## config.mk

```make
export PLATFORM = sky130hd
export DESIGN_NAME = fine_pwm_timer_channel
export DESIGN_NICKNAME = d
export VERILOG_FILES = /design/src/fine_pwm_pkg.sv /design/src/fine_pwm_timer_channel.sv
export SDC_FILE = /design/constraint.sdc
export NUM_CORES = 1
export LEC_CHECK = 0
export BUFFER_PORTS_ARGS = -buffer_cell sky130_fd_sc_hd__buf_2
export CELL_PAD_IN_SITES_DETAIL_PLACEMENT = 1
export CELL_PAD_IN_SITES_GLOBAL_PLACEMENT = 1
export CORE_MARGIN = 2
export CORE_UTILIZATION = 35
export DETAILED_ROUTE_END_ITERATION = 16
export GPL_ROUTABILITY_DRIVEN = 0
export PLACE_DENSITY = 0.57
export SETUP_SLACK_MARGIN = 0.1
export SLEW_MARGIN = 40
export SYNTH_ARGS = -nofsm -noshare
export SYNTH_HDL_FRONTEND = slang
export SYNTH_SLANG_ARGS = --single-unit
```

## constraint.sdc

```tcl
create_clock -name i_clk -period 4.75 [get_ports i_clk]
set_input_delay 0 -clock i_clk [delete_from_list [all_inputs] [get_ports i_clk]]
set_output_delay 0 -clock i_clk [all_outputs]
set_load 0.02 [all_outputs]
```

## src/fine_pwm_pkg.sv

```systemverilog
// Constants shared by the fine PWM timer channel
package fine_pwm_pkg;
   // Register byte offsets
   localparam logic [7:0]  REG_CHANNEL_CONTROL = 8'h00;
   localparam logic [7:0]  REG_RISE_COMPARE    = 8'h04;
   localparam logic [7:0]  REG_PERIOD_COMPARE  = 8'h08;
   localparam logic [7:0]  REG_PRESCALER       = 8'h0C;
   localparam logic [7:0]  REG_PIN_FUNCTION    = 8'h10;
   localparam logic [7:0]  REG_STATUS          = 8'h14;
   localparam logic [7:0]  REG_ACTIVE_RISE     = 8'h18;
   // Channel control bit positions
   localparam int          CC_RUN_CONTROL      = 0;
   localparam int          CC_COUNTER_PRESET   = 1;
   localparam int          CC_TIMER_OUTPUT_ON  = 2;
   localparam int          CC_CLOCK_SOURCE     = 3;
   localparam int          CC_POLARITY         = 4;
   localparam int          CC_BUFFER_ENABLE    = 5;
   localparam int          CC_FINE_MODE        = 6;
   // Prescaler register fields
   localparam int          PS_CLOCK_ON         = 0;
   localparam int          PS_DIVIDE_LSB       = 1;
   // Status register fields
   localparam int          ST_LEVEL            = 16;
   localparam int          ST_FIFO_LSB         = 17;
   localparam int          ST_FIFO_FULL        = 21;
   localparam int          ST_FIFO_EMPTY       = 22;
   localparam int          ST_PIN_IN           = 23;
   // Widths, depths and reset values
   localparam int          CNT_W               = 16;
   localparam int          DIV_W               = 3;
   localparam int          PRE_W               = 7;
   localparam int          FIFO_DEPTH          = 8;
   localparam int          FIFO_LVL_W          = 4;
   localparam logic [6:0]  CTRL_RESET          = 7'h00;
   localparam logic [15:0] CMP_RESET           = 16'h0000;
   localparam logic [15:0] PERIOD_RESET        = 16'hFFFF;
   localparam logic [3:0]  PRESC_RESET         = 4'h0;
   // Clock figures
   localparam int          CLK_MHZ             = 40;
   localparam int          FINE_EQUIV_MHZ      = 2 * CLK_MHZ;
endpackage : fine_pwm_pkg

```

## src/fine_pwm_timer_channel.sv

```systemverilog
// Fine PWM timer channel: Wishbone slave, sample FIFO and PWM engine
//
// Implementation choices: the placing of the registers and the Wishbone interface to the registers.
module fine_pwm_fifo #(
   parameter int WIDTH = 16,
   parameter int DEPTH = 8,
   parameter int LVL_W = 4
) (
   // Clock and reset
   input  wire logic             i_clk,
   input  wire logic             i_sys_rst,
   input  wire logic             i_clk_en,
   // Fill side
   input  wire logic             i_push_valid,
   output logic                  o_push_ready,
   input  wire logic [WIDTH-1:0] i_push_data,
   // Drain side
   output logic                  o_pop_valid,
   input  wire logic             i_pop_ready,
   output logic      [WIDTH-1:0] o_pop_data,
   output logic      [LVL_W-1:0] o_level
);
   localparam int                 IDX_W = $clog2(DEPTH);
   logic [WIDTH-1:0] mem_q [DEPTH];
   logic [IDX_W-1:0] wr_q;
   logic [IDX_W-1:0] rd_q;
   logic [LVL_W-1:0] lvl_q;
   logic             push;
   logic             pop;

   assign o_push_ready = (lvl_q != LVL_W'(DEPTH));
   assign o_pop_valid  = (lvl_q != '0);
   assign o_pop_data   = mem_q[rd_q];
   assign o_level      = lvl_q;
   assign push         = i_push_valid && o_push_ready;
   assign pop          = i_pop_ready && o_pop_valid;

   always_ff @(posedge i_clk) begin
      if (i_clk_en && push) begin
         mem_q[wr_q] <= i_push_data;
      end
   end

   always_ff @(posedge i_clk) begin
      if (i_sys_rst) begin
         wr_q  <= '0;
         rd_q  <= '0;
         lvl_q <= '0;
      end else if (i_clk_en) begin
         if (push) begin
            wr_q <= (wr_q == IDX_W'(DEPTH - 1)) ? '0 : IDX_W'(wr_q + 1'b1);
         end
         if (pop) begin
            rd_q <= (rd_q == IDX_W'(DEPTH - 1)) ? '0 : IDX_W'(rd_q + 1'b1);
         end
         if (push && !pop) begin
            lvl_q <= LVL_W'(lvl_q + 1'b1);
         end else if (pop && !push) begin
            lvl_q <= LVL_W'(lvl_q - 1'b1);
         end
      end
   end
endmodule : fine_pwm_fifo

module fine_pwm_timer_channel
   import fine_pwm_pkg::*;
(
   // Clock, enable, reset
   input  wire logic        i_clk,
   input  wire logic        i_clk_en,
   input  wire logic        i_sys_rst,
   // Wishbone slave
   input  wire logic        i_wb_cyc,
   input  wire logic        i_wb_stb,
   input  wire logic        i_wb_we,
   input  wire logic [7:0]  i_wb_adr,
   input  wire logic [3:0]  i_wb_sel,
   input  wire logic [31:0] i_wb_dat,
   output logic             o_wb_ack,
   output logic      [31:0] o_wb_dat,
   // External count source
   input  wire logic        i_ext_count_en,
   // Shared pin and general I/O port
   input  wire logic        i_gpio_out,
   input  wire logic        i_gpio_oe,
   input  wire logic        i_pin_i,
   output logic      [1:0]  o_pin_o,
   output logic             o_pin_oe
);
   logic [6:0]        ctrl_q;
   logic [CNT_W-1:0]  period_q;
   logic [CNT_W-1:0]  rise_act_q;
   logic [3:0]        presc_q;
   logic              pin_sel_q;
   logic [PRE_W-1:0]  pre_cnt_q;
   logic [CNT_W-1:0]  cnt_q;
   logic              raw_q;
   logic [1:0]        ddr_q;
   logic              ack_q;
   logic [31:0]       rdat_q;
   logic              req;
   logic              wr_fire;
   logic              hold;
   logic              tick_int;
   logic              tick;
   logic              run_tick;
   logic              rise_match;
   logic              end_match;
   logic              rise_half;
   logic              end_half;
   logic              fifo_ready;
   logic              fifo_valid;
   logic [CNT_W-1:0]  fifo_data;
   logic [FIFO_LVL_W-1:0] fifo_lvl;
   logic              push_v;
   logic              pop_r;
   logic [1:0]        pwm_lvl;
   logic [31:0]       rd_mux;

   wire run_q   = ctrl_q[CC_RUN_CONTROL];
   wire out_on  = ctrl_q[CC_TIMER_OUTPUT_ON];
   wire int_src = ctrl_q[CC_CLOCK_SOURCE];
   wire inv_q   = ctrl_q[CC_POLARITY];
   wire buf_en  = ctrl_q[CC_BUFFER_ENABLE];
   wire fine_q  = ctrl_q[CC_FINE_MODE];

   // Compare position in whole clocks; fine mode counts half clocks
   function automatic logic [CNT_W-1:0] cmp_pos(input logic [CNT_W-1:0] v, input logic f);
      cmp_pos = f ? {1'b0, v[CNT_W-1:1]} : v;
   endfunction : cmp_pos

   function automatic logic [PRE_W-1:0] div_mask(input logic [DIV_W-1:0] s);
      div_mask = PRE_W'((8'h01 << s) - 8'h01);
   endfunction : div_mask

   // Bus: one wait cycle; a rise write in buffered mode waits for FIFO room
   assign req     = i_wb_cyc && i_wb_stb;
   assign hold    = i_wb_we && (i_wb_adr == REG_RISE_COMPARE) && buf_en && !fifo_ready;
   assign wr_fire = req && i_wb_we && ack_q && i_wb_sel[0];
   assign o_wb_ack = ack_q;
   assign o_wb_dat = rdat_q;

   always_ff @(posedge i_clk) begin
      if (i_sys_rst) begin
         ack_q <= 1'b0;
      end else if (i_clk_en) begin
         ack_q <= req && !ack_q && !hold;
      end
   end

   always_comb begin
      rd_mux = 32'h0000_0000;
      case (i_wb_adr)
         REG_CHANNEL_CONTROL: rd_mux = {25'h0, ctrl_q};
         REG_PERIOD_COMPARE:  rd_mux = {16'h0, period_q};
         REG_PRESCALER:       rd_mux = {28'h0, presc_q};
         REG_PIN_FUNCTION:    rd_mux = {31'h0, pin_sel_q};
         REG_STATUS:          rd_mux = {8'h00, i_pin_i, !fifo_valid, !fifo_ready,
                                        fifo_lvl, raw_q, cnt_q};
         REG_ACTIVE_RISE:     rd_mux = {16'h0, rise_act_q};
         default:             rd_mux = 32'h0000_0000;
      endcase
   end

   always_ff @(posedge i_clk) begin
      if (i_sys_rst) begin
         rdat_q <= 32'h0000_0000;
      end else if (i_clk_en && req && !ack_q) begin
         rdat_q <= rd_mux;
      end
   end

   // Configuration registers
   always_ff @(posedge i_clk) begin
      if (i_sys_rst) begin
         ctrl_q    <= CTRL_RESET;
         period_q  <= PERIOD_RESET;
         presc_q   <= PRESC_RESET;
         pin_sel_q <= 1'b0;
      end else if (i_clk_en && wr_fire) begin
         case (i_wb_adr)
            REG_CHANNEL_CONTROL: ctrl_q <= i_wb_dat[6:0] & 7'h7D; // preset never stored
            REG_PERIOD_COMPARE: begin
               if (i_wb_sel[1]) begin
                  period_q <= i_wb_dat[15:0];
               end
            end
            REG_PRESCALER:       presc_q <= i_wb_dat[3:0];
            REG_PIN_FUNCTION:    pin_sel_q <= i_wb_dat[0];
            default: begin
            end
         endcase
      end
   end

   // Prescaler: divide select 0 passes every clock
   assign tick_int = presc_q[PS_CLOCK_ON] &&
                     ((pre_cnt_q & div_mask(presc_q[PS_DIVIDE_LSB +: DIV_W])) ==
                      div_mask(presc_q[PS_DIVIDE_LSB +: DIV_W]));
   assign tick     = int_src ? tick_int : i_ext_count_en;
   assign run_tick = run_q && tick;

   always_ff @(posedge i_clk) begin
      if (i_sys_rst) begin
         pre_cnt_q <= '0;
      end else if (i_clk_en) begin
         pre_cnt_q <= presc_q[PS_CLOCK_ON] ? PRE_W'(pre_cnt_q + 1'b1) : '0;
      end
   end

   // Sample FIFO: back-pressure stalls the bus ack
   assign push_v = wr_fire && (i_wb_adr == REG_RISE_COMPARE) && buf_en && i_wb_sel[1];
   assign pop_r  = buf_en && (!run_q || (run_tick && end_match));

   fine_pwm_fifo #(
      .WIDTH (CNT_W),
      .DEPTH (FIFO_DEPTH),
      .LVL_W (FIFO_LVL_W)
   ) u_fifo (
      .i_clk        (i_clk),
      .i_sys_rst    (i_sys_rst),
      .i_clk_en     (i_clk_en),
      .i_push_valid (push_v),
      .o_push_ready (fifo_ready),
      .i_push_data  (i_wb_dat[15:0]),
      .o_pop_valid  (fifo_valid),
      .i_pop_ready  (pop_r),
      .o_pop_data   (fifo_data),
      .o_level      (fifo_lvl)
   );

   // Active rise compare
   always_ff @(posedge i_clk) begin
      if (i_sys_rst) begin
         rise_act_q <= CMP_RESET;
      end else if (i_clk_en) begin
         if (!buf_en && wr_fire && (i_wb_adr == REG_RISE_COMPARE) && i_wb_sel[1]) begin
            rise_act_q <= i_wb_dat[15:0];
         end else if (pop_r && fifo_valid) begin
            rise_act_q <= fifo_data;
         end
         // Otherwise held, so each cycle repeats
      end
   end

   // Counter and edge placement
   assign rise_match = (cnt_q == cmp_pos(rise_act_q, fine_q));
   assign end_match  = (cnt_q == cmp_pos(period_q, fine_q));
   assign rise_half  = fine_q && rise_act_q[0];
   assign end_half   = fine_q && period_q[0];

   always_ff @(posedge i_clk) begin
      if (i_sys_rst) begin
         cnt_q <= '0;
      end else if (i_clk_en) begin
         if (wr_fire && (i_wb_adr == REG_CHANNEL_CONTROL) && i_wb_dat[CC_COUNTER_PRESET]) begin
            cnt_q <= '0;
         end else if (run_tick) begin
            cnt_q <= end_match ? '0 : CNT_W'(cnt_q + 1'b1);
         end
      end
   end

   // ddr_q[0] is the first half clock, ddr_q[1] the second
   always_ff @(posedge i_clk) begin
      if (i_sys_rst) begin
         raw_q <= 1'b0;
         ddr_q <= 2'b00;
      end else if (i_clk_en) begin
         if (!run_q) begin
            raw_q <= 1'b0;
            ddr_q <= 2'b00;
         end else if (run_tick && end_match) begin
            // Fall wins over a rise at the same count
            raw_q <= 1'b0;
            ddr_q <= {1'b0, end_half ? (raw_q || (rise_match && !rise_half)) : 1'b0};
         end else if (run_tick && rise_match) begin
            raw_q <= 1'b1;
            ddr_q <= {1'b1, rise_half ? raw_q : 1'b1};
         end else begin
            ddr_q <= {raw_q, raw_q};
         end
      end
   end

   // Pin mux: output stage mixes the two halves at twice the clock rate
   assign pwm_lvl  = out_on ? (ddr_q ^ {2{inv_q}}) : {2{inv_q}};
   assign o_pin_o  = pin_sel_q ? pwm_lvl : {2{i_gpio_out}};
   assign o_pin_oe = pin_sel_q ? out_on : i_gpio_oe;
endmodule : fine_pwm_timer_channel

```

==> impl_metrics.ini <==
[outcome]
status = complete, but fails checks
violations = negative hold slack

[worst_setup_path]
crit-reg2reg-launch = presc_q[1]
cp.required_ns = 5.17
cp-start-kind = flip-flop
worst-setup-path-type = flip-flop to flip-flop
reg2reg_depth = 18
startpoint = presc_q[1]
cp_max_fo = 9
cp_data_arrival_time_ns = 4.41
crit_end = u_fifo.o_level[3]
r2r_end = u_fifo.o_level[3]
cp-end-kind = flip-flop
r2r_slack_ns = 0.75

[global_route]
grt_pass1_wl_um = 48600
grt_pass1_vias = 7995
antenna_found_initial = 0
grt_start_max_net_pins = 48
grt_overflow = 0
grt_usage = 0.191

[sta]
fmax_ghz = 0.250
worst_pin_slew_ns = 0.781
finalCriticalPeriod_ns = 4.00
setup_ws_ns = 0.755
drv_slew = 0
fin_crit_sh = 0.841
finalSetupTns_ns = 0
finalHoldWorstSlack_ns = -0.00838
slew_headroom = 0.478
hold_viol = 4
setup_violations = 0
rsz0062_at_grt = no
clock-skew-final_ns = 0.00853

[pwr]
irDropWorstVdd_mv = 0.330
p_leak_nw = 4.36
power.density_mw_per_mm2 = 333

[detailed_routing]
via_per_inst = 5.33
via_count = 7668
dr.pass1.iters = 5
avgRoutedWirePerCell_um = 21.8
dr.first_iter.drc_count = 407
route.detailed.drc = 0
wl_um = 31300
postRouteAntennaNets = 0

[placement]
io_buffers = 63
pre_cts_slack_ns = 0.723
dp_hpwl_um = 20900
dpl.cell_count = 1362

[cts]
h-tree-depth = 1
cts_tree = yes
cts_made_buffers = 27
root_buffer = clkbuf_16
cts_buffer_depth = 3
insertion_delay_ns = 0.55
clock-sinks = 235
cts_setup_buffers = 0
path_clk_slew_ns = 0.06

[yosys]
synth_top_area_cell = edfxtp_1
ys_ff_latch = 235
yosys_warnings = 0
synthDistinctLibCells = 75
yosysSeqAreaShare = 0.542
synth_area_leaders = edfxtp_1 35%, dfxtp_1 19%, mux4_2 6.5%
synth_edf_count = 128
netlist_area_mm2 = 0.0110
ys.flop_type = edfxtp_1
postSynthCellCount = 943
async_flop_share = 0
yosysTopAreaCellShare = 0.348
synth_area_per_cell_um2 = 11.7

[final_layout]
nNetsFinal = 1080
antenna_cells = 0
mostFrequentLayoutCells = 128 x edfxtp_1, 105 x dfxtp_1, 96 x nand2_1
final_cells = 1438
drive_gt1_frac = 0.200
area_delta_synth_final_pct = 16.1
final_common_cell = edfxtp_1

[job]
drv_cap = 0

[worst_hold_path]
min_path_type = input port to flip-flop

[die]
dieArea_mm2 = 0.0330
die_w_um = 182
core_area_mm2 = 0.0313
ios = 90
chipHeight_um = 182
rows = 65
start_util = 0.353
-- metrics by stage --
stage	power [mW]	utilization	instance area (um2)
floorplan	2.23	-	11100
global placement	2.28	0.373	11700
detailed placement	2.28	0.373	11700
CTS	4.34	0.409	12800
global route	4.41	0.410	12800
finish	4.28	0.410	12800
-- worst min-delay path by stage --
stage / startpoint / to / slack [ns] / depth (start not counted)
2_1_floorplan: i_wb_dat[0] / u_fifo.mem_q[0][0] / 0.1 / 0
3_3_place_gp: i_pin_i / o_wb_dat[23] / 0.29 / 3
3_5_place_dp: i_pin_i / o_wb_dat[23] / 0.29 / 3
5_1_grt: i_wb_sel[1] / period_q[0] / 0.05 / 4
6_report: i_wb_sel[1] / period_q[7] / -0.008 / 4
4_1_cts: i_wb_adr[4] / o_wb_dat[17] / 0.007 / 5
-- cell type report --
| class | count | area (um2) |
|---|---|---|
| fill | 3365 | 18500 |
| sequential | 235 | 5990 |
| multi-input combinational | 620 | 4650 |
| clock buffer | 39 | 761 |
| timing repair buffer | 111 | 741 |
| tap | 402 | 503 |
| clock inverter | 11 | 95.1 |
| inverter | 20 | 75.1 |
-- synth_stat cells (all sizes together) (3+ instances only) --
master   instances
a2111oi          4
a21o             3
a21oi           47
a221o            3
a222oi           4
a22o             4
a22oi           28
and3             6
buf             35
clkbuf          40
dfxtp          107
edfxtp         128
ha              10
inv             20
mux2i           54
mux4            32
nand2           96
nand2b          10
nand3           32
nand3b          21
nand4           15
nor2            81
nor2b            6
nor3             9
nor4             7
nor4b            4
o21ai           30
o221ai           4
o22ai            4
o31ai            7
or3              6
or4              9
xnor2           25
xor2            27
-- critical path, stage by stage (launching register included) --
cell	delay [ns]
dfxtp_1	0.40
nor3_1	0.27
inv_1	0.07
ha_1	0.29
xnor2_1	0.15
a31oi_1	0.17
a41oi_1	0.28
nand2b_1	0.31
o31ai_1	0.38
nand3_1	0.16
ha_1	0.21
inv_1	0.14
ha_1	0.26
a21o_1	0.17
a21oi_1	0.17
xnor2_1	0.13
nand2_1	0.08
xor2_1	0.16
nor2_1	0.05
-- sequential cells by signal (all words and copies together), names as in the netlist, 2 cells and up, named ones only --
signal          cells
u_fifo.rd_q         3
ddr_q               2
cnt_q              16
rise_act_q         16
period_q           16
u_fifo.mem_q      128
presc_q             4
o_wb_dat           24
ctrl_q              6
pre_cnt_q           7
u_fifo.wr_q         3
u_fifo.o_level      4
-- where the power goes --
part / internal (mW) / leakage (nW) / switching, mW
logic: 0.0355 / 1.92 / 0.0794
clock network: 1.17 / 0.430 / 0.852
registers: 2.14 / 2.01 / 0.000682
total: 3.34 / 4.36 / 0.932
-- routing by layer --
layer | up-vias | share of wire | global-route usage
met5 | - | 0 | 0
li1 | 3609 | - | -
met1 | 3906 | 0.47 | 0.263
met2 | 111 | 0.48 | 0.319
met4 | 0 | 0.024 | 0.0494
met3 | 42 | 0.026 | 0.0225
-- repair_timing --
item,CTS,global route
endpoints found under the hold margin,199,0
gates resized for setup,0,0
hold buffers,25,0
-- cells by family after synthesis --
logic type,after synthesis,share of synthesized area
AOI/OAI and AO/OA,151,0.0973
xor gates and xnor gates,52,0.0412
other,1,0.000340
buffers and inverters,95,0.0428
muxes,87,0.116
and+or+nand+nor,311,0.148
adders and majority gates,11,0.0131
DFF,235,0.542
Note: power is estimated with default switching activity, not from simulation.
